## src/spi_fmt_pkg.sv

```systemverilog
// constants for the spi format and idle-select block
package spi_fmt_pkg;
	localparam int DATA_W = 16;
	localparam int FIFO_DEPTH = 16;
	localparam int FIFO_W = 20;
	// register word indices, byte address = index * 4
	localparam logic [2:0] IDX_IDLE = 3'h0;
	localparam logic [2:0] IDX_FMT0 = 3'h1;
	localparam logic [2:0] IDX_FMT3 = 3'h4;
	localparam logic [2:0] IDX_TXDATA = 3'h5;
	localparam logic [2:0] IDX_RXBUF = 3'h6;
	localparam logic [2:0] IDX_STATUS = 3'h7;
	// transfer_format fields
	localparam int FMT_ORDER_BIT = 20;
	localparam int FMT_IDLE_BIT = 17;
	localparam int FMT_PHASE_BIT = 16;
	localparam int FMT_DIV_LSB = 8;
	localparam int FMT_DIV_MSB = 15;
	localparam int FMT_LEN_MSB = 4;
	localparam logic [31:0] FMT_WMASK = 32'h0013_FF1F;
	localparam logic [31:0] FMT_RST = 32'h0000_0210;
	localparam logic [1:0] IDLE_RST = 2'h3;
	// transmit word fields
	localparam int TX_SEL_LSB = 16;
	localparam int TX_CS_LSB = 18;
	// status bits
	localparam int ST_BUSY_BIT = 0;
	localparam int ST_FULL_BIT = 1;
	localparam int ST_EMPTY_BIT = 2;
	localparam int ST_RXV_BIT = 3;
	typedef enum logic [1:0] {X_IDLE, X_SETUP, X_SHIFT, X_DONE} xfer_state_e;
endpackage

```

## src/spi_fmt_select.sv

```systemverilog
// transmit fifo and spi master with idle select and four word formats
//
// Decided for this implementation: the address map and the AHB-Lite register port.
`timescale 1ns/100ps

////////////////////////////////////////////////////////////////////////////////
module word_fifo #(
	parameter int WIDTH = 8,
	parameter int DEPTH = 16
)(
	input wire logic clk,
	input wire logic rst,
	input wire logic ce,
	input wire logic in_valid,
	output logic in_ready,
	input wire logic [WIDTH-1:0] in_data,
	output logic out_valid,
	input wire logic out_ready,
	output logic [WIDTH-1:0] out_data
);
	localparam int AW = $clog2(DEPTH);
	logic [WIDTH-1:0] mem [DEPTH];
	logic [AW:0] wr_ptr_reg;
	logic [AW:0] rd_ptr_reg;
	wire push = ce & in_valid & in_ready;
	wire pop = ce & out_valid & out_ready;

	assign out_valid = wr_ptr_reg != rd_ptr_reg;
	assign in_ready = (wr_ptr_reg[AW-1:0] != rd_ptr_reg[AW-1:0]) | (wr_ptr_reg[AW] == rd_ptr_reg[AW]);
	assign out_data = mem[rd_ptr_reg[AW-1:0]];

	always_ff @(posedge clk)
	begin
		if (push)
			mem[wr_ptr_reg[AW-1:0]] <= in_data;
	end

	always_ff @(posedge clk or posedge rst)
	begin
		if (rst)
		begin
			wr_ptr_reg <= '0;
			rd_ptr_reg <= '0;
		end
		else
		begin
			if (push)
				wr_ptr_reg <= wr_ptr_reg + 1'b1;
			if (pop)
				rd_ptr_reg <= rd_ptr_reg + 1'b1;
		end
	end
endmodule

////////////////////////////////////////////////////////////////////////////////
// Functional notes
// - idle: select output 1 follows idle-pattern bit 1
// - idle: select output 0 follows idle-pattern bit 0
// - idle-pattern bits 31-2 read zero, writes ignored
// - format bit 20: 0 msb first, 1 lsb first
// - format bit 17 sets serial clock idle level
// - phase 0: launch on first edge, capture on second
// - phase 1: bit out before first edge, captured on first edge
// - serial clock rate is clock over divider field plus one
// - word-length codes 2h to 10h give 2 to 16 bits
// - four independent format registers 0 to 3
// - short words land right-justified in the receive buffer
module spi_fmt_select
	import spi_fmt_pkg::*;
(
	input wire logic SYS_CLK,
	input wire logic RST,
	input wire logic CE,
	input wire logic HSEL,
	input wire logic [31:0] HADDR,
	input wire logic [1:0] HTRANS,
	input wire logic HWRITE,
	input wire logic [2:0] HSIZE,
	input wire logic [31:0] HWDATA,
	input wire logic HREADY,
	output logic [31:0] HRDATA,
	output logic HREADYOUT,
	output logic HRESP,
	output logic SPI_CLK_OUT,
	output logic SPI_DATA_OUT,
	input wire logic SPI_DATA_IN,
	output logic SLAVE_SELECT_OUT0,
	output logic SLAVE_SELECT_OUT1,
	output logic TRANSFER_ACTIVE,
	output logic [1:0] FORMAT_ACTIVE
);
	// position of bit idx within a word of len bits
	function automatic logic [3:0] bit_pos(input logic [4:0] idx, input logic [4:0] len, input logic lsb);
		logic [4:0] p;
		p = lsb ? idx : 5'(len - idx - 5'h01);
		return p[3:0];
	endfunction

	////////////////////////////////////////////////////////////////////////////
	// bus slave
	logic [1:0] idle_reg;
	logic [31:0] fmt_regs [4];
	logic dph_valid_reg;
	logic dph_write_reg;
	logic [2:0] dph_idx_reg;
	logic [31:0] hrdata_reg;
	logic [DATA_W-1:0] rxbuf_reg;
	logic rxv_reg;
	logic fifo_in_ready;
	logic fifo_out_valid;
	logic fifo_out_ready;
	logic [FIFO_W-1:0] fifo_out_data;
	xfer_state_e state_reg;

	wire addr_in_map = (HADDR[31:5] == 27'h0) & (HADDR[1:0] == 2'h0);
	wire [2:0] a_idx = HADDR[4:2];
	wire accept = CE & HSEL & HTRANS[1] & HREADY;
	wire rd_accept = accept & ~HWRITE & addr_in_map;
	wire dph_wr = dph_valid_reg & dph_write_reg;
	wire tx_hit = dph_wr & (dph_idx_reg == IDX_TXDATA);
	wire stall = tx_hit & ~fifo_in_ready;
	wire commit = CE & dph_wr & ~stall;
	wire is_fmt_a = (a_idx >= IDX_FMT0) & (a_idx <= IDX_FMT3);
	wire [1:0] fmt_a = 2'(a_idx - IDX_FMT0);
	wire is_fmt_d = (dph_idx_reg >= IDX_FMT0) & (dph_idx_reg <= IDX_FMT3);
	wire [1:0] fmt_d = 2'(dph_idx_reg - IDX_FMT0);
	wire busy = state_reg != X_IDLE;
	wire [31:0] status_word = {28'h0, rxv_reg, ~fifo_out_valid, ~fifo_in_ready, busy};
	wire [31:0] rd_word = (a_idx == IDX_IDLE) ? {30'h0, idle_reg} :
		is_fmt_a ? fmt_regs[fmt_a] :
		(a_idx == IDX_RXBUF) ? {16'h0, rxbuf_reg} :
		(a_idx == IDX_STATUS) ? status_word : 32'h0;
	wire rx_clear = rd_accept & (a_idx == IDX_RXBUF);

	assign HREADYOUT = CE & ~stall;
	assign HRESP = 1'b0;
	assign HRDATA = hrdata_reg;

	always_ff @(posedge SYS_CLK or posedge RST)
	begin
		if (RST)
		begin
			dph_valid_reg <= 1'b0;
			dph_write_reg <= 1'b0;
			dph_idx_reg <= 3'h0;
			hrdata_reg <= 32'h0;
		end
		else if (CE & ~stall)
		begin
			dph_valid_reg <= accept & addr_in_map;
			dph_write_reg <= HWRITE;
			dph_idx_reg <= a_idx;
			if (accept & ~HWRITE)
				hrdata_reg <= addr_in_map ? rd_word : 32'h0;
		end
	end

	always_ff @(posedge SYS_CLK or posedge RST)
	begin
		if (RST)
		begin
			idle_reg <= IDLE_RST;
			for (int i = 0; i < 4; i++)
				fmt_regs[i] <= FMT_RST;
		end
		else if (commit)
		begin
			if (dph_idx_reg == IDX_IDLE)
				idle_reg <= HWDATA[1:0];
			if (is_fmt_d)
				fmt_regs[fmt_d] <= HWDATA & FMT_WMASK;
		end
	end

	////////////////////////////////////////////////////////////////////////////
	// transmit fifo: transmit-data writes stall while it is full
	word_fifo #(
		.WIDTH(FIFO_W),
		.DEPTH(FIFO_DEPTH)
	) tx_fifo (
		.clk(SYS_CLK),
		.rst(RST),
		.ce(CE),
		.in_valid(tx_hit),
		.in_ready(fifo_in_ready),
		.in_data(HWDATA[FIFO_W-1:0]),
		.out_valid(fifo_out_valid),
		.out_ready(fifo_out_ready),
		.out_data(fifo_out_data)
	);

	////////////////////////////////////////////////////////////////////////////
	// shift engine
	logic [31:0] cur_fmt_reg;
	logic [DATA_W-1:0] data_reg;
	logic [DATA_W-1:0] rx_reg;
	logic [1:0] cs_reg;
	logic [1:0] fsel_reg;
	logic [7:0] cnt_reg;
	logic [4:0] idx_reg;
	logic sclk_reg;
	logic mosi_reg;
	logic [1:0] ss_reg;

	wire [1:0] new_sel = fifo_out_data[TX_SEL_LSB+1:TX_SEL_LSB];
	wire [7:0] div = cur_fmt_reg[FMT_DIV_MSB:FMT_DIV_LSB];
	wire [7:0] half = 8'((9'(div) + 9'h001) >> 1);
	wire [4:0] len = cur_fmt_reg[FMT_LEN_MSB:0];
	wire lsb_first = cur_fmt_reg[FMT_ORDER_BIT];
	wire phase = cur_fmt_reg[FMT_PHASE_BIT];
	wire clk_idle = cur_fmt_reg[FMT_IDLE_BIT];
	wire in_shift = state_reg == X_SHIFT;
	wire lead = in_shift & (cnt_reg == 8'h00);
	wire trail = in_shift & (cnt_reg == half);
	wire last_cnt = in_shift & (cnt_reg == div);
	wire last_bit = idx_reg == 5'(len - 5'h01);
	wire start = CE & fifo_out_valid & (state_reg == X_IDLE);
	wire tx_bit = data_reg[bit_pos(idx_reg, len, lsb_first)];
	wire tx_next_bit = data_reg[bit_pos(5'(idx_reg + 5'h01), len, lsb_first)];
	wire cap_now = phase ? lead : trail;
	wire done = state_reg == X_DONE;

	assign fifo_out_ready = state_reg == X_IDLE;
	assign SPI_CLK_OUT = sclk_reg;
	assign SPI_DATA_OUT = mosi_reg;
	assign SLAVE_SELECT_OUT0 = ss_reg[0];
	assign SLAVE_SELECT_OUT1 = ss_reg[1];
	assign TRANSFER_ACTIVE = busy;
	assign FORMAT_ACTIVE = fsel_reg;

	always_ff @(posedge SYS_CLK or posedge RST)
	begin
		if (RST)
			state_reg <= X_IDLE;
		else if (CE)
		begin
			unique case (state_reg)
				X_IDLE: if (fifo_out_valid) state_reg <= X_SETUP;
				X_SETUP: state_reg <= X_SHIFT;
				X_SHIFT: if (last_cnt & last_bit) state_reg <= X_DONE;
				X_DONE: state_reg <= X_IDLE;
			endcase
		end
	end

	// format, word and select pattern latched once per transfer
	always_ff @(posedge SYS_CLK or posedge RST)
	begin
		if (RST)
		begin
			cur_fmt_reg <= FMT_RST;
			data_reg <= 16'h0000;
			cs_reg <= IDLE_RST;
			fsel_reg <= 2'h0;
		end
		else if (start)
		begin
			cur_fmt_reg <= fmt_regs[new_sel];
			data_reg <= fifo_out_data[DATA_W-1:0];
			cs_reg <= fifo_out_data[TX_CS_LSB+1:TX_CS_LSB];
			fsel_reg <= new_sel;
		end
	end

	// divider: one serial period is div+1 clocks
	always_ff @(posedge SYS_CLK or posedge RST)
	begin
		if (RST)
		begin
			cnt_reg <= 8'h00;
			idx_reg <= 5'h00;
		end
		else if (CE)
		begin
			if (~in_shift | last_cnt)
				cnt_reg <= 8'h00;
			else
				cnt_reg <= cnt_reg + 8'h01;
			if (~in_shift)
				idx_reg <= 5'h00;
			else if (last_cnt)
				idx_reg <= idx_reg + 5'h01;
		end
	end

	always_ff @(posedge SYS_CLK or posedge RST)
	begin
		if (RST)
			sclk_reg <= FMT_RST[FMT_IDLE_BIT];
		else if (CE)
		begin
			if (lead)
				sclk_reg <= ~clk_idle;
			else if (trail | ~in_shift)
				sclk_reg <= clk_idle;
		end
	end

	always_ff @(posedge SYS_CLK or posedge RST)
	begin
		if (RST)
			mosi_reg <= 1'b0;
		else if (CE)
		begin
			if (state_reg == X_SETUP & phase)
				mosi_reg <= tx_bit;
			else if (lead & ~phase)
				mosi_reg <= tx_bit;
			else if (trail & phase & ~last_bit)
				mosi_reg <= tx_next_bit;
		end
	end

	always_ff @(posedge SYS_CLK or posedge RST)
	begin
		if (RST)
			rx_reg <= 16'h0000;
		else if (CE)
		begin
			if (state_reg == X_SETUP)
				rx_reg <= 16'h0000;
			else if (cap_now)
				rx_reg[bit_pos(idx_reg, len, lsb_first)] <= SPI_DATA_IN;
		end
	end

	// registered selects switch once, straight to the idle pattern
	always_ff @(posedge SYS_CLK or posedge RST)
	begin
		if (RST)
			ss_reg <= IDLE_RST;
		else if (CE)
		begin
			if (state_reg == X_SETUP)
				ss_reg <= cs_reg;
			else if (done | state_reg == X_IDLE)
				ss_reg <= idle_reg;
		end
	end

	// receive buffer: a new word wins over a clearing read
	always_ff @(posedge SYS_CLK or posedge RST)
	begin
		if (RST)
		begin
			rxbuf_reg <= 16'h0000;
			rxv_reg <= 1'b0;
		end
		else if (CE)
		begin
			if (done)
			begin
				rxbuf_reg <= rx_reg;
				rxv_reg <= 1'b1;
			end
			else if (rx_clear)
				rxv_reg <= 1'b0;
		end
	end
endmodule

```

## config.mk

```make
export PLATFORM = sky130hd
export DESIGN_NAME = spi_fmt_select
export DESIGN_NICKNAME = d
export VERILOG_FILES = /design/src/spi_fmt_pkg.sv /design/src/spi_fmt_select.sv
export SDC_FILE = /design/constraint.sdc
export NUM_CORES = 1
export LEC_CHECK = 0
export BUFFER_PORTS_ARGS = -buffer_cell sky130_fd_sc_hd__clkbuf_2
export CAP_MARGIN = 0
export CORE_UTILIZATION = 54
export CTS_BUF_LIST = sky130_fd_sc_hd__clkbuf_16
export CTS_CLUSTER_DIAMETER = 40
export DETAILED_ROUTE_END_ITERATION = 7
export GPL_TIMING_DRIVEN = 0
export PLACE_DENSITY = 0.69
export REMOVE_ABC_BUFFERS = 1
export SETUP_SLACK_MARGIN = 0.4
export SLEW_MARGIN = 20
export SYNTH_ARGS = -nofsm -noshare
export SYNTH_HDL_FRONTEND = slang
export SYNTH_HIERARCHICAL = 1
export SYNTH_SLANG_ARGS = --single-unit
```

## constraint.sdc

```tcl
create_clock -name SYS_CLK -period 6.1 [get_ports SYS_CLK]
set_input_delay 0.61 -clock SYS_CLK [delete_from_list [all_inputs] [get_ports SYS_CLK]]
set_output_delay 0.61 -clock SYS_CLK [all_outputs]
set_load 0.01 [all_outputs]
```

After elaboration in Yosys (flattened, before gate mapping)
Memory sizes are Yosys's and may differ from the RTL's.
Index checks and enable logic that the tools add are counted.

storage, ports and cells
  flip-flop bits (word level) = 270
  memories kept = 1
  input port bits = 76
  logic and storage cells = 174
  RAM bits = 320
  output and inout port bits = 41

operators by class
  multiplexer cells = 43
  order comparisons = 11
  reduce and logical (&&, ||, !) cells = 25
  add/subtract/negate cells = 12
  eq/ne operators = 15
  bitwise gates (word level) = 43

memory list
  name         words  bits a word  rd ports  clocked after memory_dff  write ports  line                  RTL
  tx_fifo.mem  16     20           1         0                         1            spi_fmt_select.sv:22  logic [WIDTH-1:0] mem [DEPTH];

operators with widths
  kind                 number
  $mux 32              6
  $bmux 32 s2          2
  $bwmux 128           1
  $demux 32 s2         1
  $mux 16              3
  $mux 21              2
  $and 1x1->1          28
  $logic_not 27->1     1
  $reduce_and 2->1     10
  $bwmux 16            1
  $eq 8x8->1           2
  $add 5x1->5 const B  3
  $mux 1               13
  $mux 4               3
  $lt 4x5->1 const B   2
  $mux 5               2
  $reduce_bool 2->1    5
  $add 8x1->9 const B  1
  $eq 3x3->1 const B   3
  $ge 3x3->1 const B   3
  $not 2->3            3
  $add 8x1->8 const B  1
  $bmux 1 s4           2
  $logic_not 8->1      1
  27 further kinds     50

Longest topological paths before layout
Gate-level depths: netlist of the first run.

  word-level depth = 10
  gate-level depth with buffers = 11
  depth with buffers taken out = 11

Hierarchy
Netlist of the first run, hierarchy kept.

by module, submodules not included
  module          area each (µm²)  cells an instance  times used  sequential area each (µm²)
  word_fifo       12938.7          655                1           9859.5
  spi_fmt_select  9755.6           836                1           4474.3

Least setup slack after synthesis of the first run
Ideal clock, no wire load.

  path type = input -> register
  from = in HADDR[2]
  to = reg hrdata_reg[8], in the netlist HRDATA[8]
  path buffers = 4
  setup time = 0.135 ns
  path slack = 2.622 ns
  required time = 5.965 ns
  arrival = 3.344 ns
  stages on the path = 9
  path through = clkbuf_1 clkbuf_1 inv_1 ha_1 clkbuf_1 buf_1 mux4_2 a21oi_1 o31ai_1

on the way
  longest elaborated chain between the ends = 8
  elaborated cells between the ends (all ways) = 14
  classes of those cells = add/sub (1); order compare (2); eq/ne (1); mux (7); bitwise (2); reduce/logical (1)

RTL lines
  what                                        line                   RTL
  start, declared                             spi_fmt_select.sv:75   input wire logic [31:0] HADDR,
  $sub 2x1->2                                 spi_fmt_select.sv:124  wire [1:0] fmt_a = 2'(a_idx - IDX_FMT0);
  $not 2->3 (implied by the code)             spi_fmt_select.sv:130  is_fmt_a ? fmt_regs[fmt_a] :
  $bmux 32 s2                                 spi_fmt_select.sv:130
  $mux 32 (implied by the code) (2 in a row)  spi_fmt_select.sv:130
  $mux 32                                     spi_fmt_select.sv:130
  $mux 32 *                                   spi_fmt_select.sv:129  wire [31:0] rd_word = (a_idx == IDX_IDLE) ? {30'h0, idle_reg} :
  $mux 32 *                                   spi_fmt_select.sv:154  hrdata_reg <= addr_in_map ? rd_word : 32'h0;
  end signal, assigned                        spi_fmt_select.sv:154
  end, declared                               spi_fmt_select.sv:106  logic [31:0] hrdata_reg;

Every way passes the cells marked *; elsewhere a longest branch is shown, timed or not. The select of a mux whose other input is x is not followed.
A chain may end at the register's enable or synchronous reset.

Worst setup path after layout of the first run
  from = reg tx_fifo.rd_ptr_reg[1]
  to = out HREADYOUT

on the way
  longest elaborated chain between the ends = 6

RTL lines
  what                    line                   RTL
  start, declared         spi_fmt_select.sv:24   logic [AW:0] rd_ptr_reg;
  start signal, assigned  spi_fmt_select.sv:50   rd_ptr_reg <= rd_ptr_reg + 1'b1;
  $ne 4x4->1              spi_fmt_select.sv:29   assign in_ready = (wr_ptr_reg[AW-1:0] != rd_ptr_reg[AW-1:0]) | (wr_ptr_reg[AW] == rd_ptr_reg[AW]);
  $or 1x1->1              spi_fmt_select.sv:29
  net fifo_in_ready       spi_fmt_select.sv:109  logic fifo_in_ready;
  $not 1->1               spi_fmt_select.sv:121  wire stall = tx_hit & ~fifo_in_ready;
  $and 1x1->1             spi_fmt_select.sv:121
  $not 1->1               spi_fmt_select.sv:135  assign HREADYOUT = CE & ~stall;
  $and 1x1->1             spi_fmt_select.sv:135
  end, declared           spi_fmt_select.sv:82   output logic HREADYOUT,

The timed path passes the listed nets, and every way through them passes these cells.

==> results.yml, run 1 <==
status:
  status: "finished clean"
clocking:
  post_cts_resized: 0
  cts_setup_buffers: 0
  cts_buffers: 68
  cts_root_buf: "clkbuf_16"
  numClockSinks: 508
  cts_tree: "done"
  clkSlewWorstSetupHoldPaths_ns: 0.05
  cts.htree.levels: 3
  cts_hold_buf: 0
  insertion_delay_ns: 0.59
  clk_path_buf_depth: 3
setup_path:
  worstPathRequired_ns: 5.49
  cp_slowest_cell: "dfrtp_4"
  cp-start-kind: "register"
  ff2ff_setup_slack_ns: 2.18
  crit_chain: "xor2_1, nor4_4, nand2_1, o21ai_1, inv_1, clkbuf_2"
  r2r.worst_path.cells: 6
  path_max_fanout: 45
  crit_buf_inv: 2
  slowest_delay_ns: 0.91
  cp_top_family: "simple AND/OR/NAND/NOR gates"
  reg2reg_from: "tx_fifo/rd_ptr_reg[3]"
  critPathKind: "register to primary output"
  rr_endpoint: "cur_fmt_reg[10]"
  end_kind: "primary output"
  crit_arrival_ns: 3.48
finish:
  multiInputGateArea_um2: 7840
  seqCellArea_um2: 14300
  drive_gt1_share_pct: 28.8
  diodes: 0
  area_growth_pct: 15.0
  largest_register_ffs: 320
  fillCellCount: 2991
  fin_nets: 1685
timing:
  finalSetupViolCount: 0
  fin_hold_ws_ns: 0.0789
  skew_ns: 0.0330
  period_minus_slack_ns: 4.09
  tightest_slew_ns: 1.09
  finalHoldViolations: 0
  final_max_slew_viol_count: 0
  fmax_ghz: 0.245
  max-slew-margin-rel_pct: 27.2
  finalCritPeriodShare_pct: 67.0
  rsz0062_at_grt: "false"
grt:
  grt_pass1_wl_um: 82000
  grt_max_degree: 96
  grt.overflow.total: 0
  grt_pass1_vias: 13700
  track_usage_pct: 25.4
  antenna_found_initial: 0
floorplan:
  start_util_pct: 55.2
  design.die.area_um2: 42900
  io_pins: 117
  die_h_um: 207
  rows: 74
  core_um2: 41100
  die_w_um: 207
synthesis:
  synth_seq_cells: 508
  ys.flop_type: "edfxtp_1"
  syn-cell-area_um2: 22700
  synth_common_cells: "edfxtp_1, dfrtp_1, mux2_2"
  syn_area_per_cell_um2: 15.2
  yosysUniqueCellTypes: 77
  synth_compound_area_share_pct: 7.24
  yosysWarningCount: 6
  synth_most_common_cell: "edfxtp_1"
  synthAdderAreaFrac_pct: 1.50
  yosys.area.top_type_share_pct: 42.3
  synth-xor-area-share_pct: 1.62
  synth-simple-area-share_pct: 5.84
  synthTopCellsByArea: "edfxtp_1, dfrtp_1, mux4_2, mux2_2, mux2i_1"
  synth_edf_count: 320
  async_flop_share_pct: 37.0
  netlist_instances: 1491
  synth_top_area_cell: "edfxtp_1"
  synthMuxAreaShare_pct: 17.8
  seq_area_frac_synth_pct: 63.2
  synth_top_family_by_area: "multiplexers"
placement:
  gp_congestion: 0.839
  dp_hpwl_um: 32500
  port_buffers: 87
drt:
  via_per_inst: 6.16
  vias: 13400
  detail-route-antenna-nets: 0
  drtIter0Drc: 1062
  drc: 0
  firstDrtPassIters: 7
  drt-total-wl_um: 53000
  wl_per_cell_um: 24.4
power:
  p_leak_nw: 9.88
  ir_drop_v: 0.000251
  p_total_mw: 7.88
  pwr_density_cell_nw_per_um2: 302
flow_run:
  maxCapViolCount: 0
hold_path:
  min_path_type: "primary input to async pin"
==> layout by cell type, fill, tap and decap left out, types with 13 or more instances in the layout <==
cell / n
a21oi_1: 21
a221oi_1: 40
a22oi_1: 22
and3_1: 14
clkbuf_16: 69
clkbuf_2: 87
conb_1: 14
dfrtp_1: 168
dfstp_2: 16
edfxtp_1: 320
ha_1: 24
inv_1: 36
mux2_2: 121
mux2i_1: 97
mux4_2: 74
nand2_1: 103
nand3_1: 19
nor2_1: 27
o21ai_0: 45
o21ai_1: 13
o31ai_1: 13
xnor2_1: 26
xor2_1: 16
==> layout make-up <==
type | count | share of cell area [%]
Timing Repair Buffer | 109 | 3.43
Clock buffer | 69 | 6.61
Inverter | 29 | 0.446
Multi-Input combinational cell | 867 | 30.0
Clock inverter | 56 | 1.98
Tap cell | 532 | 2.55
Sequential cell | 508 | 54.9
==> worst max path at each step <==
stage,slack [ns],start,to,cells past startpoint
6_report,2.01,tx_fifo/rd_ptr_reg[1],HREADYOUT,6
5_1_grt,1.83,tx_fifo/rd_ptr_reg[1],HREADYOUT,6
4_1_cts,1.83,tx_fifo/rd_ptr_reg[3],cur_fmt_reg[10],6
3_5_place_dp,1.86,tx_fifo/rd_ptr_reg[3],cur_fmt_reg[10],6
3_3_place_gp,-3.51,tx_fifo/rd_ptr_reg[0],HRDATA[5],6
2_1_floorplan,-1.03,tx_fifo/rd_ptr_reg[0],HRDATA[5],6
==> layer usage <==
metal	GRT usage [%]	vias to the layer above	share of wire (%)
li1	-	5967	-
met1	35.1	6935	44
met5	0	-	0
met2	41.2	365	49
met3	4.61	90	5.7
met4	7.90	0	2.1
==> cell families after synthesis <==
kind of cell / count (synthesis)
AND/OR/NAND/NOR: 264
buffers and inverters: 129
multiplexers: 294
AO/OA/AOI/OAI: 227
flip-flops: 508
XOR/XNOR: 42
adder cells (fa/ha/maj): 26
other: 1
==> power by group <==
part	total (mW)	internal, mW	switching, mW
combinational	0.248	0.0943	0.154
clock	3.87	2.38	1.49
sequential	3.75	3.70	0.0564
total	7.88	6.17	1.70
==> through the flow <==
stage / TNS [ns] / std cells / area (um^2) / worst slack, ns / utilization (%)
floorplan: -57.77 / 1404 / 22200 / -1.03 / -
global placement: -1149.95 / 2023 / 23300 / -3.51 / 56.7
detailed placement: 0 / 2045 / 23900 / 1.86 / 58.0
CTS: 0 / 2170 / 26100 / 1.83 / 63.5
global route: 0 / 2170 / 26100 / 1.83 / 63.5
finish: 0 / 2170 / 26100 / 2.01 / 63.5
No activity file was read; power rests on OpenSTA's default activity.
==> inputs of run 2 (changes only) <==
Settings changed: ABC_AREA set to 1.
Clock period 6.1 ns to 4.19 ns, I/O delays scaled along.
==> results.yml, run 2 <==
power:
  p_total_mw: 12.7
  pwr_density_cell_nw_per_um2: 460
  p_leak_nw: 11.3
  ir_drop_v: 0.000355
floorplan:
  io_pins: 117
  rows: 76
  core_um2: 43100
  design.die.area_um2: 44600
  die_h_um: 211
  start_util_pct: 54.8
  die_w_um: 211
setup_path:
  startpoint: "tx_fifo/rd_ptr_reg[0]"
  worstPathRequired_ns: 4.48
  crit_arrival_ns: 3.97
  cp-start-kind: "register"
  ff2ff_setup_slack_ns: 0.51
  path_max_fanout: 64
  reg2reg_from: "tx_fifo/rd_ptr_reg[0]"
  r2r.worst_path.cells: 11
  rr_endpoint: "tx_fifo/mem[15][7]"
  critPathKind: "register to register"
  end_kind: "register"
hold_path:
  whs_path_depth: 3
  hp-start: "HWRITE"
  min_path_type: "primary input to register"
  holdPathEnd: "dph_write_reg"
drt:
  drt-total-wl_um: 62900
  firstDrtPassIters: 6
  vias: 18100
  routed.top_layer: "met5"
  wl_met3_um: 5440
  via_per_inst: 5.70
  wl_per_cell_um: 19.8
  drt-met1-wl_um: 26100
  detail-route-antenna-nets: 0
  drc: 0
  met2RoutedLength_um: 29300
  drtIter0Drc: 1789
timing:
  finalCritPeriodShare_pct: 87.8
  skew_ns: 0.0263
  finalSetupTns_ns: 0
  setup_slack_ns: 0.511
  finalSetupViolCount: 0
  fmax_ghz: 0.272
  max-slew-margin-rel_pct: 14.6
  finalHoldViolations: 0
  final_max_slew_viol_count: 0
  rsz0062_at_grt: "false"
  tightest_slew_ns: 1.28
  period_minus_slack_ns: 3.68
placement:
  pre_cts_slack_ns: -0.953
  dp_hpwl_um: 37500
  place_inst: 3028
  port_buffers: 87
  gp_congestion: 0.863
grt:
  antenna_found_initial: 1
  grt_pass1_wl_um: 97000
  grt.overflow.total: 0
  grt_pass1_vias: 17600
  grt_max_degree: 74
  track_usage_pct: 28.5
finish:
  fin_nets: 2644
  drive_gt1_share_pct: 13.7
  layout_common_cells: "nand2_1, edfxtp_1, nor2_1"
  area_growth_pct: 16.7
  fin_cells: 3182
  largest_register_ffs: 320
  mostFrequentLayoutCell: "nand2_1"
synthesis:
  syn_area_per_cell_um2: 9.61
  synth_common_cells: "nand2_1, nor2_1, edfxtp_1"
  syn-cell-area_um2: 23600
  synthTopCellsByArea: "edfxtp_1, dfrtp_1, nand2_1, o21ai_0, nor2_1"
  synth_seq_cells: 508
  synth_top_area_cell: "edfxtp_1"
  yosys.area.top_type_share_pct: 40.7
  seq_area_frac_synth_pct: 60.7
  synth_edf_count: 320
  ys.flop_type: "edfxtp_1"
  synth_most_common_cell: "nand2_1"
  async_flop_share_pct: 37.0
  netlist_instances: 2458
  yosysWarningCount: 6
  yosysUniqueCellTypes: 48
clocking:
  cts_buffers: 68
  clk_path_buf_depth: 3
  cts_tree: "done"
  cts_root_buf: "clkbuf_16"
  insertion_delay_ns: 0.59
  numClockSinks: 508
  cts.htree.levels: 3
  clkSlewWorstSetupHoldPaths_ns: 0.06
status:
  status: "finished clean"
flow_run:
  maxCapViolCount: 0
## run 2: changes by cell type after synthesis, moves of 30 or more
cell,previous run,this run
mux2i_1,97,0
o21ai_1,14,87
mux4_2,74,0
nor2_1,28,336
a221oi_1,40,0
o21ai_0,45,293
nand4_1,10,40
a21oi_1,22,83
mux2_2,121,15
nand3_1,20,103
nand2_1,105,494
inv_1,29,174
## run 2: layout make-up
class	count	area [um^2]
inverter	185	729
multi-input combinational	1637	8100
timing repair buffer	140	1430
tap	585	732
timing repair inverter	2	12.5
clock buffer	69	1730
sequential	508	14300
fill	3297	15500
antenna	1	2.50
clock inverter	55	503
## run 2: worst max path at each step
stage | end | slack, ns | cells past startpoint
floorplan | cur_fmt_reg[13] | -2.28 | 13
global placement | cur_fmt_reg[20] | -7.58 | 13
detailed placement | cur_fmt_reg[17] | -0.95 | 16
CTS | tx_fifo/mem[15][7] | 0.40 | 11
global route | cur_fmt_reg[16] | 0.42 | 16
finish | tx_fifo/mem[15][7] | 0.51 | 11
## run 2: per-stage QoR
stage                     hold WS (ns)  util, %  instance area, um^2
after global placement           0.414     55.9                24100
after CTS                       0.0370     63.8                27500
after detailed placement         0.440     57.9                24900
after floorplan                  0.259        -                22900
after global routing            0.0900     64.0                27600
final                           0.0552     64.0                27600
## run 2: cells by family (layout without fill, tap and decap cells)
logic type,count (synthesis),after routing,share of synthesized area [%]
multiplexers,15,15,0.715
buffers and inverters,329,451,6.18
XOR/XNOR,24,24,0.890
flip-flops,508,508,60.7
other,1,15,0.0159
adder cells (fa/ha/maj),26,26,1.44
AND/OR/NAND/NOR,1024,1027,18.1
AO/OA/AOI/OAI,531,531,12.0
## run 2: worst max-delay path, cell delays in order, from the launching register on
cell	delay (ns)
dfrtp_4	0.60
buf_12	0.23
buf_16	0.22
inv_8	0.24
buf_16	0.22
nand2_1	0.08
nand2_1	0.11
nor2_4	0.06
nand3_4	0.14
nand3_4	0.49
nor2_4	0.61
buf_16	0.22
## run 2: what timing repair did
item / 4_1_cts / 5_1_grt
buffers inserted: 16 / 5
gates cloned: 4 / 3
setup endpoints to repair: 355 / 251
resized for setup: 11 / 9
hold buffers: 1 / 0
pin swaps: 5 / 1
endpoints found under the hold margin: 48 / 0
## run 2: metal layers
metal  vias to the layer above  GRT usage [%]
met5                         -              0
met4                         2           11.6
met3                       145           5.84
met2                       756           44.9
met1                      8743           38.9
li1                       8483              -
## run 2: power by group
group          internal, mW  switching, mW
clock network          3.38           2.30
logic                 0.426          0.933
registers              5.52          0.135
==> inputs of run 3 (changes only) <==
Settings changed: MAX_ROUTING_LAYER set to met4, RECOVER_POWER set to 50.
==> results.yml, run 3 (synthesized netlist as in run 2, its figures left out) <==
status:
  status: "finished, violations left"
  violations: "capacitance limit, slew limit"
grt:
  grt.overflow.total: 0
  grt_pass1_wl_um: 95300
  track_usage_pct: 28.7
  grt_max_degree: 133
  antenna_found_initial: 2
  grt_pass1_vias: 17600
finish:
  fin_cells: 3171
  largest_register_ffs: 320
  drive_gt1_share_pct: 11.3
  layout_common_cells: "nand2_1, edfxtp_1, nor2_1"
  area_growth_pct: 15.4
  final_area_um2: 27300
  fillCellCount: 3401
  seqCellArea_um2: 14300
  fin_nets: 2631
  mostFrequentLayoutCell: "nand2_1"
  multiInputGateArea_um2: 8080
drt:
  drtIter0Drc: 1713
  drt-total-wl_um: 61400
  vias: 18000
  detail-route-antenna-nets: 0
  firstDrtPassIters: 5
  via_per_inst: 5.69
  drc: 0
  wl_per_cell_um: 19.4
hold_path:
  min_path_type: "primary input to register"
timing:
  final_max_slew_viol_count: 97
  rsz0062_at_grt: "true"
  fmax_ghz: 0.270
  finalSetupTns_ns: 0
  finalCritPeriodShare_pct: 88.5
  max-slew-margin-rel_pct: -43.6
  period_minus_slack_ns: 3.71
  tightest_slew_ns: 2.15
  finalSetupViolCount: 0
  finalHoldViolations: 0
  skew_ns: 0.0309
floorplan:
  design.die.area_um2: 44600
  start_util_pct: 54.8
  die_h_um: 211
  die_w_um: 211
  rows: 76
  core_um2: 43100
  io_pins: 117
setup_path:
  crit_arrival_ns: 3.91
  cp_slowest_cell: "nor2_4"
  worstPathRequired_ns: 4.39
  crit_chain: "buf_16, inv_8, buf_16, nand2_1, nand2_1, nor2_4, nand3_4, nand3_4, nor2_4"
  critPathKind: "register to register"
  path_max_fanout: 66
  slowest_delay_ns: 0.85
  end_kind: "register"
  cp-start-kind: "register"
clocking:
  numClockSinks: 508
  cts_buffers: 69
  cts_tree: "done"
  clkSlewWorstSetupHoldPaths_ns: 0.05
  cts_root_buf: "clkbuf_16"
  clk_path_buf_depth: 3
  insertion_delay_ns: 0.60
  cts.htree.levels: 3
power:
  pwr_density_cell_nw_per_um2: 466
  p_leak_nw: 11.0
  p_total_mw: 12.7
  ir_drop_v: 0.000371
placement:
  port_buffers: 87
  dp_hpwl_um: 37100
  place_inst: 3026
  gp_congestion: 0.886
  place_area_um2: 24900
flow_run:
  maxCapViolCount: 1
==> run 3: cell count changes in the layout (fill, tap and decap cells not counted), moves of 4 or more <==
cell / delta
inv_6: -7
clkbuf_2: -44
clkbuf_1: +44
buf_16: -6
buf_4: -6
inv_1: +4
==> run 3: path summary, 6_finish.rpt <==
kind / start / endpoint / slack, ns / cells past startpoint
setup / recovery: tx_fifo/rd_ptr_reg[0] / tx_fifo/mem[9][7] / 0.48 / 9
hold / removal: HWRITE / dph_write_reg / 0.04 / 3
setup reg to reg: tx_fifo/rd_ptr_reg[0] / tx_fifo/mem[9][7] / 0.48 / 9
hold reg to reg: cs_reg[1] / cs_reg[1] / 0.47 / 2
max in group asynchronous: RST / cnt_reg[6] / 0.99 / 4
min in group asynchronous: RST / tx_fifo/rd_ptr_reg[1] / 0.40 / 3
==> run 3: power by group <==
part | leakage (nW) | switching [mW] | internal, mW
logic | 4.74 | 0.940 | 0.416
clock network | 1.13 | 2.26 | 3.43
registers | 5.15 | 0.136 | 5.52
==> run 3: worst max-delay path: cells and delay by family (launching register included) <==
kind                   cells  cell delay, ns
and+or+nand+nor            6            1.73
buffers and inverters      3            0.80
DFF                        1            0.63
==> run 3: through the flow <==
step | setup WS (ns) | utilization, % | hold WS, ns
CTS | 0.286 | 63.2 | 0.0152
floorplan | -2.28 | - | 0.259
global placement | -7.54 | 55.9 | 0.411
finish | 0.484 | 63.3 | 0.0411
detailed placement | -0.686 | 57.7 | 0.455
global route | 0.386 | 63.3 | 0.0766
==> run 3: layout make-up <==
| cell class | count | area share, % |
|---|---|---|
| flip-flops and latches | 508 | 52.6 |
| multi-input cells | 1636 | 29.6 |
| clock buffers | 71 | 6.52 |
| repair buffers | 127 | 4.12 |
| well taps | 585 | 2.68 |
| inverters | 185 | 2.66 |
| clock inverters | 55 | 1.74 |
| repair inverters | 2 | 0.0459 |
| diodes | 2 | 0.0184 |
==> run 3: timing repair <==
item	in CTS	in global routing
endpoints found under the setup margin	102	292
hold buffers	1	0
pin swaps	4	1
gates cloned	2	3
resized for setup	9	5
buffers inserted	7	4
endpoints found under the hold margin	80	0
==> run 3: metal layers <==
metal | up-vias | track usage, % | wire length (um)
met3 | 130 | 5.63 | 4740
li1 | 8464 | - | -
met1 | 8754 | 38.3 | 26200
met5 | - | - | 0
met4 | 0 | 11.7 | 1890
met2 | 694 | 43.2 | 28600
